<file path="src/pkg/rf_pll_cfg_pkg.sv">
// Package with register map, field layout and timing of the synthesizer configuration block.
package rf_pll_cfg_pkg;

   // Register byte addresses on the Wishbone bus, one aligned word each.
   localparam logic [7:0] ZERO_HIGH_OFS = 8'h00;
   localparam logic [7:0] ZERO_LOW_OFS  = 8'h04;
   localparam logic [7:0] ONE_HIGH_OFS  = 8'h08;
   localparam logic [7:0] ONE_LOW_OFS   = 8'h0c;
   localparam logic [7:0] CONTROL_OFS   = 8'h10;
   localparam logic [7:0] STATUS_OFS    = 8'h14;

   // Divider word layout: upper bits in one byte, lower bits in the next.
   localparam int FRAC_W        = 13;
   localparam int FRAC_HIGH_LSB = 5;
   localparam int FRAC_LOW_LSB  = 3;

   // Fields in the low bits of the two mixed bytes.
   localparam int INVERT_BIT = 2;
   localparam int CODE_LSB   = 0;
   localparam int BAND_BIT   = 2;
   localparam int KEYING_BIT = 1;
   localparam int REF_EN_BIT = 0;

   // Fields of the control and status words.
   localparam int CTRL_PAGE_BIT   = 0;
   localparam int CTRL_SRST_BIT   = 1;
   localparam int CTRL_DIRECT_BIT = 2;
   localparam int STAT_REF_BIT    = 0;
   localparam int STAT_DATA_BIT   = 1;
   localparam int STAT_CARRIER_BIT = 2;

   // Reset values of every configuration field but coding, which resets to CODE_MANCHESTER.
   localparam logic [12:0] FRAC_RST   = 13'h0000;
   localparam logic        INVERT_RST = 1'h0;
   localparam logic        BAND_RST   = 1'h0;
   localparam logic        KEYING_RST = 1'h0;
   localparam logic        REF_EN_RST = 1'h0;
   localparam logic        PAGE_RST   = 1'h0;
   localparam logic        DIRECT_RST = 1'h0;

   // Integer part of the divider: base plus step times band bit.
   localparam logic [4:0] INT_BASE_LOW  = 5'h0c;
   localparam logic [4:0] INT_BASE_STEP = 5'h04;

   // Timer reference: system clock rate and requested reference rate.
   localparam int CLK_HZ = 20_000_000;
   localparam int REF_HZ = 500_000;
   localparam int REF_HALF_CYCLES = CLK_HZ / (2 * REF_HZ);

   // Data encoding and source, in field order.
   typedef enum logic [1:0] {
      CODE_MANCHESTER,
      CODE_BIPHASE,
      CODE_NRZ,
      CODE_DIRECT
   } coding_t;

endpackage : rf_pll_cfg_pkg

</file>
<file path="src/core/rf_pll_modulation_config.sv">
// Synthesizer and modulation configuration registers with Wishbone slave.
`timescale 1ns/10ps
`default_nettype none
//
// Function
// RL1: Divider and coding bytes reach software only while the page bit is zero.
// RL2: Zero-symbol word, split 12:5 and 4:0, sets FSK zero ratio base+w/8192.
// RL3: One-symbol word, split likewise, sets ratio for a one in OOK and FSK.
// RL4: Soft reset clears both words, invert, coding, band and keying fields.
// RL5: Invert bit zero passes data straight, one inverts it and swaps symbols.
// RL6: Coding 00 Manchester, 01 Bi-Phase, 10 NRZ, 11 direct data bit.
// RL7: NRZ mode sends buffer bits at twice the rate to build mixed content.
// RL8: Band bit zero gives integer base 12, one gives base 16.
// RL9: Keying bit zero selects on-off keying, one selects frequency shift.
// RL10: Reference enable drives a 500 kHz timer clock, otherwise held low.
// RL11: Writing one to soft reset resets the module; it always reads zero.
// RL12: Page bit chooses divider page or the upper data buffer page.
// RL13: Soft reset also clears the timer reference enable bit.
module rf_pll_modulation_config
   import rf_pll_cfg_pkg::*;
(
   input  wire logic        clk,
   input  wire logic        sys_rst,
   // Wishbone classic slave.
   input  wire logic        wb_cyc_i,
   input  wire logic        wb_stb_i,
   input  wire logic        wb_we_i,
   input  wire logic [7:0]  wb_adr_i,
   input  wire logic [3:0]  wb_sel_i,
   input  wire logic [31:0] wb_dat_i,
   output logic      [31:0] wb_dat_o,
   output logic             wb_ack_o,
   // Page one window, served by the data buffer outside.
   input  wire logic [7:0]  alt_page_rdata,
   output logic             alt_page_wr,
   output logic             alt_page_rd,
   output logic      [7:0]  alt_page_addr,
   output logic      [7:0]  alt_page_wdata,
   // Bit stream from the data buffer and its rate.
   input  wire logic        half_bit_tick,
   input  wire logic        buffer_bit,
   output logic             buffer_bit_take,
   // Configuration seen by the rest of the transmitter.
   output logic             transmitter_soft_reset,
   output logic             register_page_select,
   output logic      [12:0] zero_symbol_divider_fraction,
   output logic      [12:0] one_symbol_divider_fraction,
   output logic             carrier_band_select,
   output logic             keying_method_select,
   output logic             output_invert_select,
   output logic      [1:0]  coding_select,
   output logic             timer_reference_enable,
   // Synthesizer drive and modulated data.
   output logic      [4:0]  divider_integer,
   output logic      [12:0] divider_fraction,
   output logic             carrier_enable,
   output logic             rf_data,
   output logic             timer_reference_clock
);

   // Configuration state.
   logic [12:0] zero_frac_reg;
   logic [12:0] one_frac_reg;
   logic        invert_reg;
   coding_t     coding_reg;
   logic        band_reg;
   logic        keying_reg;
   logic        ref_en_reg;
   logic        page_reg;
   logic        direct_reg;
   logic        srst_pulse_reg;

   // Bus state.
   logic        ack_reg;
   logic [31:0] rdata_reg;
   logic        alt_wr_reg;
   logic        alt_rd_reg;
   logic [7:0]  alt_addr_reg;
   logic [7:0]  alt_wdata_reg;

   // Synthesizer and reference state.
   logic [4:0]  div_int_reg;
   logic [12:0] div_frac_reg;
   logic        carrier_reg;
   logic [5:0]  ref_cnt_reg;
   logic        ref_clk_reg;

   // Decoded accesses.
   logic        req;
   logic        wr_en;
   logic        rd_en;
   logic        byte_wr;
   logic        srst_wr;
   logic        symbol_level;

   // True for the four shared addresses of the divider page.
   function automatic logic is_shared(input logic [7:0] adr);
      is_shared = (adr[7:2] == ZERO_HIGH_OFS[7:2]) ||
                  (adr[7:2] == ZERO_LOW_OFS[7:2])  ||
                  (adr[7:2] == ONE_HIGH_OFS[7:2])  ||
                  (adr[7:2] == ONE_LOW_OFS[7:2]);
   endfunction : is_shared

   // Compare a word address against a register offset.
   function automatic logic hit(input logic [7:0] adr,
                                input logic [7:0] ofs);
      hit = (adr[7:2] == ofs[7:2]);
   endfunction : hit

   // A request is served once; ack drops the cycle after it is given.
   assign req     = wb_cyc_i & wb_stb_i & ~ack_reg;
   assign wr_en   = req & wb_we_i;
   assign rd_en   = req & ~wb_we_i;
   assign byte_wr = wr_en & wb_sel_i[0];
   assign srst_wr = byte_wr & hit(wb_adr_i, CONTROL_OFS)
                    & wb_dat_i[CTRL_SRST_BIT];

   // Acknowledge every access, mapped or not, one cycle after the request.
   always_ff @(posedge clk or posedge sys_rst) begin
      if (sys_rst) begin
         ack_reg <= 1'b0;
      end else begin
         ack_reg <= req;
      end
   end

   // Divider and coding bytes; writes land only while page zero is shown.
   always_ff @(posedge clk or posedge sys_rst) begin
      if (sys_rst) begin
         zero_frac_reg <= FRAC_RST;
         one_frac_reg  <= FRAC_RST;
         invert_reg    <= INVERT_RST;
         coding_reg    <= CODE_MANCHESTER;
         band_reg      <= BAND_RST;
         keying_reg    <= KEYING_RST;
         ref_en_reg    <= REF_EN_RST;
      end else if (srst_wr) begin
         zero_frac_reg <= FRAC_RST; // RL4
         one_frac_reg  <= FRAC_RST; // RL4
         invert_reg    <= INVERT_RST; // RL4
         coding_reg    <= CODE_MANCHESTER; // RL4
         band_reg      <= BAND_RST; // RL4
         keying_reg    <= KEYING_RST; // RL4
         ref_en_reg    <= REF_EN_RST; // RL13
      end else if (byte_wr && !page_reg) begin // RL1
         if (hit(wb_adr_i, ZERO_HIGH_OFS)) begin
            zero_frac_reg[12:5] <= wb_dat_i[7:0]; // RL2
         end else if (hit(wb_adr_i, ZERO_LOW_OFS)) begin
            zero_frac_reg[4:0] <= wb_dat_i[7:3]; // RL2
            invert_reg <= wb_dat_i[INVERT_BIT];
            coding_reg <= coding_t'(wb_dat_i[1:0]);
         end else if (hit(wb_adr_i, ONE_HIGH_OFS)) begin
            one_frac_reg[12:5] <= wb_dat_i[7:0]; // RL3
         end else if (hit(wb_adr_i, ONE_LOW_OFS)) begin
            one_frac_reg[4:0] <= wb_dat_i[7:3]; // RL3
            band_reg   <= wb_dat_i[BAND_BIT];
            keying_reg <= wb_dat_i[KEYING_BIT];
            ref_en_reg <= wb_dat_i[REF_EN_BIT];
         end
      end
   end

   // Page select and direct data bit; soft reset returns to page zero.
   always_ff @(posedge clk or posedge sys_rst) begin
      if (sys_rst) begin
         page_reg   <= PAGE_RST;
         direct_reg <= DIRECT_RST;
      end else if (srst_wr) begin
         page_reg   <= PAGE_RST;
         direct_reg <= DIRECT_RST;
      end else if (byte_wr && hit(wb_adr_i, CONTROL_OFS)) begin
         page_reg   <= wb_dat_i[CTRL_PAGE_BIT]; // RL12
         direct_reg <= wb_dat_i[CTRL_DIRECT_BIT];
      end
   end

   // The soft reset bit is only a strobe; no control bit keeps it, so it reads
   // as zero; srst_pulse_reg holds it for one cycle and the system reset clears that.
   always_ff @(posedge clk or posedge sys_rst) begin
      if (sys_rst) begin
         srst_pulse_reg <= 1'b0;
      end else begin
         srst_pulse_reg <= srst_wr; // RL11
      end
   end

   // Page one traffic at the shared addresses goes to the buffer window.
   always_ff @(posedge clk or posedge sys_rst) begin
      if (sys_rst) begin
         alt_wr_reg    <= 1'b0;
         alt_rd_reg    <= 1'b0;
         alt_addr_reg  <= 8'h00;
         alt_wdata_reg <= 8'h00;
      end else begin
         alt_wr_reg <= byte_wr & page_reg & is_shared(wb_adr_i); // RL12
         alt_rd_reg <= rd_en & page_reg & is_shared(wb_adr_i); // RL12
         if (req && page_reg && is_shared(wb_adr_i)) begin
            alt_addr_reg  <= wb_adr_i;
            alt_wdata_reg <= wb_dat_i[7:0];
         end
      end
   end

   // Read data, captured with the acknowledge; unmapped words read zero.
   always_ff @(posedge clk or posedge sys_rst) begin
      if (sys_rst) begin
         rdata_reg <= 32'h0000_0000;
      end else if (rd_en) begin
         rdata_reg <= 32'h0000_0000;
         if (is_shared(wb_adr_i) && page_reg) begin
            // Page one data arrives late; it is merged on the ack cycle.
            rdata_reg <= 32'h0000_0000;
         end else if (hit(wb_adr_i, ZERO_HIGH_OFS)) begin
            rdata_reg[7:0] <= zero_frac_reg[12:5]; // RL1
         end else if (hit(wb_adr_i, ZERO_LOW_OFS)) begin
            rdata_reg[7:0] <= {zero_frac_reg[4:0], invert_reg,
                               coding_reg};
         end else if (hit(wb_adr_i, ONE_HIGH_OFS)) begin
            rdata_reg[7:0] <= one_frac_reg[12:5];
         end else if (hit(wb_adr_i, ONE_LOW_OFS)) begin
            rdata_reg[7:0] <= {one_frac_reg[4:0], band_reg,
                               keying_reg, ref_en_reg};
         end else if (hit(wb_adr_i, CONTROL_OFS)) begin
            rdata_reg[CTRL_PAGE_BIT]   <= page_reg;
            rdata_reg[CTRL_DIRECT_BIT] <= direct_reg;
         end else if (hit(wb_adr_i, STATUS_OFS)) begin
            rdata_reg[STAT_REF_BIT]     <= ref_clk_reg;
            rdata_reg[STAT_DATA_BIT]    <= symbol_level;
            rdata_reg[STAT_CARRIER_BIT] <= carrier_reg;
         end
      end
   end

   // The buffer answers a page one read in the ack cycle from its registers.
   assign wb_dat_o = alt_rd_reg ? {24'h00_0000, alt_page_rdata} : rdata_reg;
   assign wb_ack_o = ack_reg;

   // Line encoder for buffer and direct data.
   symbol_encoder u_encoder (
      .clk           (clk),
      .sys_rst       (sys_rst),
      .soft_clear    (srst_wr),
      .half_bit_tick (half_bit_tick),
      .buffer_bit    (buffer_bit),
      .direct_bit    (direct_reg),
      .invert        (invert_reg),
      .coding        (coding_reg),
      .bit_take      (buffer_bit_take),
      .symbol_level  (symbol_level)
   );

   // Divider for the current symbol: FSK switches between the two words,
   // OOK keeps the one word and gates the carrier instead.
   always_ff @(posedge clk or posedge sys_rst) begin
      if (sys_rst) begin
         div_int_reg  <= INT_BASE_LOW;
         div_frac_reg <= FRAC_RST;
         carrier_reg  <= 1'b0;
      end else begin
         div_int_reg <= band_reg ? INT_BASE_LOW + INT_BASE_STEP
                                 : INT_BASE_LOW; // RL8
         if (keying_reg) begin
            div_frac_reg <= symbol_level ? one_frac_reg
                                         : zero_frac_reg; // RL9
            carrier_reg  <= 1'b1;
         end else begin
            div_frac_reg <= one_frac_reg; // RL3
            carrier_reg  <= symbol_level; // RL9
         end
      end
   end

   // Reference divider: toggles every half period while enabled. A stopped
   // reference parks low so the timer never sees a runt pulse on restart.
   always_ff @(posedge clk or posedge sys_rst) begin
      if (sys_rst) begin
         ref_cnt_reg <= 6'h00;
         ref_clk_reg <= 1'b0;
      end else if (!ref_en_reg) begin
         ref_cnt_reg <= 6'h00; // RL10
         ref_clk_reg <= 1'b0; // RL10
      end else if (ref_cnt_reg == 6'(REF_HALF_CYCLES - 1)) begin
         ref_cnt_reg <= 6'h00;
         ref_clk_reg <= ~ref_clk_reg; // RL10
      end else begin
         ref_cnt_reg <= ref_cnt_reg + 6'h01;
      end
   end

   // Outputs straight from the registers.
   assign alt_page_wr                  = alt_wr_reg;
   assign alt_page_rd                  = alt_rd_reg;
   assign alt_page_addr                = alt_addr_reg;
   assign alt_page_wdata               = alt_wdata_reg;
   assign transmitter_soft_reset       = srst_pulse_reg;
   assign register_page_select         = page_reg;
   assign zero_symbol_divider_fraction = zero_frac_reg;
   assign one_symbol_divider_fraction  = one_frac_reg;
   assign carrier_band_select          = band_reg;
   assign keying_method_select         = keying_reg;
   assign output_invert_select         = invert_reg;
   assign coding_select                = coding_reg;
   assign timer_reference_enable       = ref_en_reg;
   assign divider_integer              = div_int_reg;
   assign divider_fraction             = div_frac_reg;
   assign carrier_enable               = carrier_reg;
   assign rf_data                      = symbol_level;
   assign timer_reference_clock        = ref_clk_reg;

endmodule : rf_pll_modulation_config
`default_nettype wire

</file>
<file path="src/core/symbol_encoder.sv">
// Line encoder turning buffer bits or the direct bit into the RF symbol.
`timescale 1ns/10ps
`default_nettype none
module symbol_encoder
   import rf_pll_cfg_pkg::*;
(
   input  wire logic clk,
   input  wire logic sys_rst,
   input  wire logic soft_clear,
   input  wire logic half_bit_tick,
   input  wire logic buffer_bit,
   input  wire logic direct_bit,
   input  wire logic invert,
   input  wire coding_t coding,
   output logic      bit_take,
   output logic      symbol_level
);

   logic phase_reg;
   logic cur_bit_reg;
   logic level_reg;

   // NRZ consumes a bit every half period; the coded forms every second.
   always_comb begin
      bit_take = 1'b0;
      if (coding == CODE_NRZ) begin
         bit_take = half_bit_tick; // RL7
      end else if (coding != CODE_DIRECT) begin
         bit_take = half_bit_tick & phase_reg;
      end
   end

   // Half-bit phase; held at zero in direct mode so a switch starts cleanly.
   always_ff @(posedge clk or posedge sys_rst) begin
      if (sys_rst) begin
         phase_reg <= 1'b0;
      end else if (soft_clear || coding == CODE_DIRECT) begin
         phase_reg <= 1'b0;
      end else if (half_bit_tick) begin
         phase_reg <= ~phase_reg;
      end
   end

   // The bit is held over both halves of a Manchester or Bi-Phase symbol.
   always_ff @(posedge clk or posedge sys_rst) begin
      if (sys_rst) begin
         cur_bit_reg <= 1'b0;
      end else if (soft_clear) begin
         cur_bit_reg <= 1'b0;
      end else if (half_bit_tick && !phase_reg) begin
         cur_bit_reg <= buffer_bit;
      end
   end

   // Output level per coding; invert swaps polarity in direct, NRZ and Manchester, and swaps the symbols in Bi-Phase.
   always_ff @(posedge clk or posedge sys_rst) begin
      if (sys_rst) begin
         level_reg <= 1'b0;
      end else if (soft_clear) begin
         level_reg <= 1'b0;
      end else begin
         case (coding) // RL6
            CODE_DIRECT: begin
               level_reg <= direct_bit ^ invert; // RL5
            end
            CODE_NRZ: begin
               if (half_bit_tick) begin
                  level_reg <= buffer_bit ^ invert; // RL5
               end
            end
            CODE_MANCHESTER: begin
               if (half_bit_tick && !phase_reg) begin
                  level_reg <= buffer_bit ^ invert; // RL5
               end else if (half_bit_tick) begin
                  level_reg <= ~cur_bit_reg ^ invert;
               end
            end
            default: begin
               // Bi-Phase: edge at every bit start, mid edge for one bit value.
               if (half_bit_tick && !phase_reg) begin
                  level_reg <= ~level_reg;
               end else if (half_bit_tick && (cur_bit_reg ^ invert)) begin
                  level_reg <= ~level_reg; // RL5
               end
            end
         endcase
      end
   end

   assign symbol_level = level_reg;

endmodule : symbol_encoder
`default_nettype wire

</file>
<file path="config.mk">
export PLATFORM = sky130hd
export DESIGN_NAME = rf_pll_modulation_config
export DESIGN_NICKNAME = d
export VERILOG_FILES = /design/src/pkg/rf_pll_cfg_pkg.sv /design/src/core/rf_pll_modulation_config.sv /design/src/core/symbol_encoder.sv
export SDC_FILE = /design/constraint.sdc
export NUM_CORES = 1
export LEC_CHECK = 0
export ABC_AREA = 1
export BUFFER_PORTS_ARGS = -buffer_cell sky130_fd_sc_hd__buf_4
export CELL_PAD_IN_SITES_DETAIL_PLACEMENT = 1
export CELL_PAD_IN_SITES_GLOBAL_PLACEMENT = 2
export CORE_ASPECT_RATIO = 1.1
export CORE_UTILIZATION = 29
export DETAILED_ROUTE_END_ITERATION = 12
export PLACE_DENSITY_LB_ADDON = 0.1
export SYNTH_ARGS = -nofsm -noshare
export SYNTH_HDL_FRONTEND = slang
export SYNTH_SLANG_ARGS = --single-unit
</file>
<file path="constraint.sdc">
create_clock -name clk -period 4.41 [get_ports clk]
set_clock_uncertainty 0.15 [all_clocks]
set_input_delay 0 -clock clk [delete_from_list [all_inputs] [get_ports clk]]
set_output_delay 0 -clock clk [all_outputs]
set_load 0.02 [all_outputs]
</file>
==> results.toml, run 1 <==
[outcome]
status = "completed"

[detailed_routing]
drc = 0
vias = 3713
vias_per_cell = 4.40
wl_per_cell_um = 15.4
drt_iter0_markers = 131
wirelength_mm = 13.0
firstDrtPassIters = 4
postRouteAntennaNets = 0

[worst_setup_path]
critical-path-max-stage-delay_ns = 0.63
slowest_stage = "dlygate4sd3_1"
crit_path_cell_trace = "inv_1 -> nand3_2 -> dlygate4sd3_1 -> nor2_4 -> nand2_1 -> dlygate4sd3_1 -> nand2_1"
worstSetupPathType = "reg -> reg"
crit_arrival_ns = 2.43
crit_fanout = 7
path_buf_inv = 3
path_delay_family = "buffers and inverters"
startpoint_type = "flop"
crit_path_end_kind = "flop"
cp.required_ns = 4.54

[power_and_ir_drop]
vdd_drop_max_mv = 0.136
power_frac_seq_pct = 45.6
switching_power_w = 0.000489
power.clock.fraction_pct = 41.2
p_comb_share_pct = 13.2
internal_power_w = 0.00141
power.leakage_nw = 3.10
powerDensity_nw_per_um2 = 327
power_w = 0.00190
switching_share_pct = 25.8

[global_routing]
grt_busiest_layer = "met2"
grt_util_all_layers_pct = 18.0
grt_overflow_total = 0
grt_use_met1_pct = 22.5
antenna_found_initial = 0
grt_pass1_wl_mm = 20.9
grt_max_degree = 54
gr-usage-met2_pct = 31.1
grt_pass1_vias = 3828
grt_util_met3_pct = 3.41

[timing]
setup-violations-final = 0
final.setup.tns_ns = 0
max_slew_margin_pct = 34.6
worst_pin_slew_ns = 0.980
hold_slack_ns = 0.00655
fin_ws_ns = 2.11
timing.final.crit_period_ns = 2.30
fmax_mhz = 436
hold_violations = 0
post-route-period-util_pct = 52.1
maxSlewViolCount = 0
rsz0062_at_grt = "no"

[synthesis]
syn_inst = 508
ys.warnings.count = 0
synthTopCellsByCount = "nand2_1, dfrtp_1, inv_1"
synth_largest_area_cell = "dfrtp_1"
ys.flop_type = "dfrtp_1"
synth_top_area_share_pct = 50.6
synth_area_um2 = 4310
syn_avg_cell_area_um2 = 8.48
synth-edff-count = 0
yosysSeqAreaShare_pct = 51.2
ys_top_cells_by_area = "dfrtp_1, nand2_1, buf_4, inv_1, mux2_2"
ys_seq_elements = 88
async_flop_share_pct = 100
synth.distinct_cells = 33
synth_most_common_cell = "nand2_1"

[floorplan]
start_util_pct = 29.8
row_count = 46
die_x_um = 118
core-area_um2 = 14400
ios = 166
die_y_um = 130
die_area_um2 = 15300

[clocking]
cts_max_path_buffers = 2
postCtsSetupBuffers = 0
cts_tree = "built"
insertion_delay_ns = 0.34
clkTransAtPathRegs_ns = 0.06
cts.sinks = 88
cts-root-buf = "clkbuf_16"
post_cts_resized = 0
htreeDepth = 3
cts_buffers = 9

[run]
drv_cap = 0

[placed_design]
pre_cts_slack_ns = 2.37
io_buffers = 112
hpwl_mm = 9.68
gp_congestion = 0.766

[finish]
diodes = 0
final_nets = 708
drive_gt1_share_pct = 27.5
final_core_util_pct = 40.1
syn2layout_area_growth_pct = 34.7

[worst_hold_path]
hp-class = "in -> reg"
metrics by stage:
step / cell area [um^2] / instances
6_report: 5800 / 844
5_1_grt: 5800 / 844
4_1_cts: 5800 / 844
3_5_place_dp: 5250 / 804
3_3_place_gp: 5250 / 804
2_1_floorplan: 4400 / 533
power by group through the flow:
| stage | combinational [W] | sequential, W | clock (W) |
|---|---|---|---|
| 2_1_floorplan | 0.000135 | 0.000893 | 0 |
| 3_3_place_gp | 0.000226 | 0.000878 | 0 |
| 3_5_place_dp | 0.000231 | 0.000879 | 0 |
| 4_1_cts | 0.000254 | 0.000865 | 0.000808 |
| 5_1_grt | 0.000276 | 0.000868 | 0.000832 |
| 6_report | 0.000251 | 0.000864 | 0.000780 |
kinds of logic after synthesis:
| logic type | share of synthesized area (%) |
|---|---|
| AND/OR/NAND/NOR | 28.5 |
| XOR/XNOR | 0.814 |
| AO/OA/AOI/OAI | 5.32 |
| multiplexers | 3.66 |
| flip-flops | 51.2 |
| buffers and inverters | 10.1 |
| adder cells (fa/ha/maj) | 0.291 |
| other | 0.0871 |
worst min-delay path: cells and delay by family:
kind,cells,cell delay (ns)
simple gates,5,0.36
buf+inv,1,0.10
worst paths after layout:
kind / end / slack [ns] / start / cells past startpoint
max: alt_page_addr[1] / 2.11 / wb_ack_o / 7
max in group asynchronous: zero_symbol_divider_fraction[10] / 2.84 / sys_rst / 4
max reg2reg: alt_page_addr[1] / 2.11 / wb_ack_o / 7
min: rdata_reg[7] / 0.007 / wb_adr_i[6] / 6
min reg2reg: divider_integer[4] / 0.29 / carrier_band_select / 0
min in group asynchronous: divider_fraction[2] / 0.27 / sys_rst / 3
final cells by class:
class / count / area [um^2]
fillers: 1720 / 8650
multi-input cells: 359 / 1760
clock buffers: 13 / 260
inverters: 52 / 196
well taps: 192 / 240
repair buffers: 138 / 1100
flip-flops and latches: 88 / 2200
clock inverters: 2 / 38.8
cell usage in the layout, fill, tap and decap left out, types with 14 or more instances in the layout:
cell | netlist | layout
conb_1 | 1 | 26
inv_1 | 45 | 44
dlygate4sd3_1 | 0 | 25
nand3_1 | 24 | 24
mux2_2 | 14 | 14
a21oi_1 | 19 | 19
nand2_1 | 181 | 181
nor2_1 | 29 | 29
dfrtp_1 | 87 | 87
buf_4 | 27 | 113
metal layers:
metal  routed length [um]  up-vias
li1                     -     1817
met1                 5870     1797
met2                 6460       86
met3                  518       13
met4                  195        0
met5                    0        -
repair_timing:
item                                    in CTS  in global routing
hold buffers                                25                  0
endpoints found under the hold margin      101                  0
endpoints found under the setup margin       0                  0
Power figures use the tool's default switching activity.
==> run 2, diff against run 1 <==
- ABC_AREA: 1 -> 0
- CORE_UTILIZATION: 29 -> 30
- clock period: 4.41 -> 2.2 ns (I/O delays scaled with it)
==> results.toml, run 2 <==
[worst_setup_path]
reg2reg_slack_ns = 0.28
cp.required_ns = 2.28
crit_path_end_kind = "flop"
crit_arrival_ns = 2.10
r2r_cells = 5
r2r_end = "one_symbol_divider_fraction[9]"
startpoint_type = "primary input"
r2r_start = "register_page_select"
worstSetupPathType = "in -> reg"
crit_fanout = 30

[synthesis]
syn_avg_cell_area_um2 = 11.3
ys_seq_elements = 88
ys.warnings.count = 0
synth.distinct_cells = 53
synth_largest_area_cell = "dfrtp_1"
synthTopCellsByCount = "dfrtp_1, mux2i_1, mux2_2"
ys.flop_type = "dfrtp_1"
ys_top_cells_by_area = "dfrtp_1, mux2i_1, mux2_2, buf_4, nor2_2"
synth-edff-count = 0
synth_most_common_cell = "dfrtp_1"
syn_inst = 393
synth_area_um2 = 4430
yosysSeqAreaShare_pct = 49.7
async_flop_share_pct = 100
synth_top_area_share_pct = 49.1

[timing]
setup-violations-final = 0
hold_violations = 2
hold_slack_ns = -0.0114
fmax_mhz = 495
post-route-period-util_pct = 91.8
timing.final.crit_period_ns = 2.02
maxSlewViolCount = 0
final.setup.tns_ns = 0
fin_ws_ns = 0.180
rsz0062_at_grt = "no"

[clocking]
cts_max_path_buffers = 2
htreeDepth = 3
cts-root-buf = "clkbuf_16"
cts_buffers = 9
insertion_delay_ns = 0.35
cts.sinks = 88
cts_tree = "built"
clkTransAtPathRegs_ns = 0.07

[finish]
final_common_cell = "buf_4"
final_core_util_pct = 41.5
multi_input_area_um2 = 2020
diodes = 0
final-instance-count-excl-fill = 733
nFillCells = 1614
final_cell_area_um2 = 5990
final_cell_mix = "buf_4, dfrtp_1, mux2i_1"
area.sequential_um2 = 2200
final_nets = 596
syn2layout_area_growth_pct = 35.2
drive_gt1_share_pct = 40.3

[worst_hold_path]
holdPathEnd = "register_page_select"
whs_path_depth = 5
worstHoldStart = "wb_stb_i"
hp-class = "in -> reg"

[outcome]
status = "complete, but fails checks"
violations = "negative hold slack"

[power_and_ir_drop]
powerDensity_nw_per_um2 = 605
vdd_drop_max_mv = 0.243
power.leakage_nw = 2.92

[detailed_routing]
firstDrtPassIters = 4
postRouteAntennaNets = 0
wirelength_mm = 12.9
drc = 0
vias_per_cell = 4.66
wl_per_cell_um = 17.6
drt_iter0_markers = 99
vias = 3415

[floorplan]
start_util_pct = 30.7
die_y_um = 129
die_area_um2 = 15300
core-area_um2 = 14400
die_x_um = 118
row_count = 46
ios = 166

[placed_design]
pre_cts_slack_ns = 0.248
dp_cells = 695
gp_congestion = 0.720
io_buffers = 112
hpwl_mm = 9.35
place_area_um2 = 5490

[global_routing]
antenna_found_initial = 0
grt_pass1_vias = 3650
grt_max_degree = 48
grt_pass1_wl_mm = 20.6
grt_util_all_layers_pct = 17.7
grt_overflow_total = 0

[run]
drv_cap = 0
run 2: where the power goes:
group	total [W]	internal, W	switching [W]
logic	0.000444	0.000180	0.000264
clock network	0.00148	0.000807	0.000672
registers	0.00170	0.00166	0.0000412
run 2: layout make-up:
| cell class | instances | share of cell area (%) |
|---|---|---|
| clock buffer | 11 | 4.05 |
| timing repair buffer | 151 | 20.3 |
| tap | 192 | 4.01 |
| sequential | 88 | 36.8 |
| multi-input combinational | 278 | 33.7 |
| inverter | 8 | 0.564 |
| clock inverter | 5 | 0.647 |
run 2: layer usage:
metal	vias to the layer above	GRT usage (%)	part of all wire (%)
met5	-	0	0
met4	0	7.24	1.3
met3	9	3.65	4.3
met2	88	30.0	50
met1	1711	22.2	44
li1	1607	-	-
run 2: worst max-delay path: stages:
cell	delay, ns
dlygate4sd3_1	0.53
buf_4	0.14
or3_1	0.41
or4_4	0.56
nor2_4	0.14
buf_12	0.23
nor2_1	0.08
run 2: worst max path at each step:
stage / end / cells after the start / slack (ns) / from
5_1_grt: coding_select[0] / 7 / 0.08 / wb_adr_i[7]
3_5_place_dp: zero_symbol_divider_fraction[1] / 6 / 0.25 / wb_adr_i[5]
2_1_floorplan: one_symbol_divider_fraction[10] / 5 / 0.02 / register_page_select
4_1_cts: coding_select[0] / 7 / 0.1 / wb_adr_i[7]
3_3_place_gp: zero_symbol_divider_fraction[2] / 6 / 0.26 / wb_adr_i[5]
6_report: coding_select[0] / 7 / 0.18 / wb_adr_i[7]
run 2: timing repair:
action                                  CTS  global route
endpoints found under the hold margin   146             0
hold buffers                             22             0
endpoints found under the setup margin    0             3
gates resized for setup                   0             1
setup buffers                             0             0
run 2: cells by family (layout without fill, tap and decap cells):
family                   after synthesis  after routing  share of synthesized area (%)
AO/OA/AOI/OAI                         42             42                           6.24
XOR/XNOR                               5              5                          0.989
adder cells (fa/ha/maj)                1              1                          0.282
buffers and inverters                 52            175                           7.09
flip-flops                            88             88                           49.7
multiplexers                          73             73                           17.5
other                                  1             26                         0.0846
AND/OR/NAND/NOR                      131            131                           18.1
run 2: through the flow:
| stage | total power (W) | hold WS, ns |
|---|---|---|
| after global routing | 0.00379 | 0.0131 |
| after CTS | 0.00369 | 0.000764 |
| after floorplan | 0.00199 | -0.0836 |
| final | 0.00362 | -0.0114 |
| after global placement | 0.00214 | -0.111 |
| after detailed placement | 0.00215 | -0.100 |
==> run 3, diff against run 2 <==
==> constraint.sdc (replaced) <==
create_clock -name clk -period 2.2 [get_ports clk]
set_clock_uncertainty 0.15 [all_clocks]
set_input_delay 0.11 -clock clk [delete_from_list [all_inputs] [get_ports clk]]
set_output_delay 0.11 -clock clk [all_outputs]
set_load 0.02 [all_outputs]
==> results.toml, run 3 (synthesis gave the netlist of run 2 again) <==
[detailed_routing]
met3_length_um = 523
wl_per_cell_um = 17.8
wirelength_mm = 13.0
top_layer = "met4"
drc = 0
vias = 3433
drt_iter0_markers = 125
vias_per_cell = 4.70
firstDrtPassIters = 4
met2_wirelength_mm = 6.31
postRouteAntennaNets = 0
wl_met1_mm = 5.97

[timing]
setup-violations-final = 0
hold_slack_ns = 0.0582
worst_pin_slew_ns = 0.514
timing.final.crit_period_ns = 2.16
hold_violations = 0
max_slew_margin_pct = 65.6
maxSlewViolCount = 0
final.setup.tns_ns = 0
post-route-period-util_pct = 98.2
fmax_mhz = 463
rsz0062_at_grt = "yes"

[finish]
final_nets = 593
diodes = 0
final-instance-count-excl-fill = 730
final_cell_mix = "buf_4, dfrtp_1, mux2i_1"
final_common_cell = "buf_4"
syn2layout_area_growth_pct = 35.6
drive_gt1_share_pct = 40.7
nFillCells = 1611
area.sequential_um2 = 2200
multi_input_area_um2 = 2020

[clocking]
htreeDepth = 3
cts-root-buf = "clkbuf_16"
cts_max_path_buffers = 2
cts_buffers = 9
cts.sinks = 88
post_cts_resized = 0
insertion_delay_ns = 0.34
cts_tree = "built"
clkTransAtPathRegs_ns = 0.06
postCtsSetupBuffers = 0

[global_routing]
grt_pass1_wl_mm = 20.7
grt_max_degree = 54
grt_pass1_vias = 3594
grt_util_all_layers_pct = 17.7
grt_overflow_total = 0
antenna_found_initial = 0

[placed_design]
dp_cells = 697
hpwl_mm = 9.33
gp_congestion = 0.714
io_buffers = 112

[worst_setup_path]
crit_path_end_kind = "flop"
startpoint_type = "primary input"
cp.required_ns = 2.28
worstSetupPathType = "in -> reg"
r2r_cells = 5
crit_fanout = 17
crit_arrival_ns = 2.24
reg2reg_slack_ns = 0.24
r2r_end = "carrier_band_select"
r2r_start = "wb_ack_o"

[floorplan]
core-area_um2 = 14400
start_util_pct = 30.7
die_x_um = 118
ios = 166
die_y_um = 129
row_count = 46
die_area_um2 = 15300

[worst_hold_path]
holdPathEnd = "alt_page_wr"
worstHoldStart = "wb_adr_i[7]"
whs_path_depth = 5
hp-class = "in -> reg"

[power_and_ir_drop]
power.leakage_nw = 2.91
powerDensity_nw_per_um2 = 606
power_w = 0.00364
vdd_drop_max_mv = 0.312

[outcome]
status = "completed"

[run]
drv_cap = 0
## run 3: cell types whose count changed in the layout (fill, tap and decap cells not counted), sizes merged
cell | before | now
buf | 129 | 131
clkbuf | 11 | 14
inv | 10 | 8
dlygate4sd3 | 22 | 16
## run 3: how the worst max path moves through the flow
stage                                    start  slack (ns)                               to
final                              wb_adr_i[2]        0.04              carrier_band_select
after global routing               wb_adr_i[2]      -0.008              carrier_band_select
after global placement             wb_adr_i[4]        0.22   one_symbol_divider_fraction[7]
after detailed placement           wb_adr_i[4]        0.19  one_symbol_divider_fraction[12]
after floorplan           register_page_select        0.02  one_symbol_divider_fraction[10]
after CTS                          wb_adr_i[2]        0.07  zero_symbol_divider_fraction[1]
## run 3: report_power, final
part	total, W	switching [W]	leakage (nW)	internal [W]
clock network	0.00150	0.000662	0.136	0.000836
logic	0.000442	0.000264	1.57	0.000178
registers	0.00170	0.0000418	1.21	0.00166
## run 3: what timing repair did
action / in CTS / in global routing
hold buffers: 16 / 0
hold endpoints to repair: 68 / 0
endpoints found under the setup margin: 0 / 7
## run 3: stage by stage
step                      area, um^2  utilization, %  setup WS (ns)
after floorplan                 4540               -         0.0248
after global placement          5540            38.3          0.217
after detailed placement        5540            38.3          0.188
after CTS                       5980            41.4         0.0724
after global routing            6010            41.6       -0.00837
final                           6010            41.6         0.0394
## run 3: worst max-delay path: stages
cell	delay, ns
dlygate4sd3_1	0.54
buf_4	0.18
or3b_1	0.38
or4_1	0.52
nor2_4	0.22
clkbuf_16	0.24
nor2_2	0.05
## run 3: layout make-up
type                       count  area share (%)
tap                          192            4.00
sequential                    88            36.7
inverter                       8           0.562
clock buffer                  13            4.33
clock inverter                 3           0.416
multi-input combinational    278            33.5
timing repair buffer         148            20.5
## run 3: metal layers
layer | vias up | global-route usage (%)
li1 | 1600 | -
met1 | 1730 | 23.1
met2 | 92 | 28.8
met3 | 11 | 3.74
met4 | 0 | 6.64
met5 | - | 0
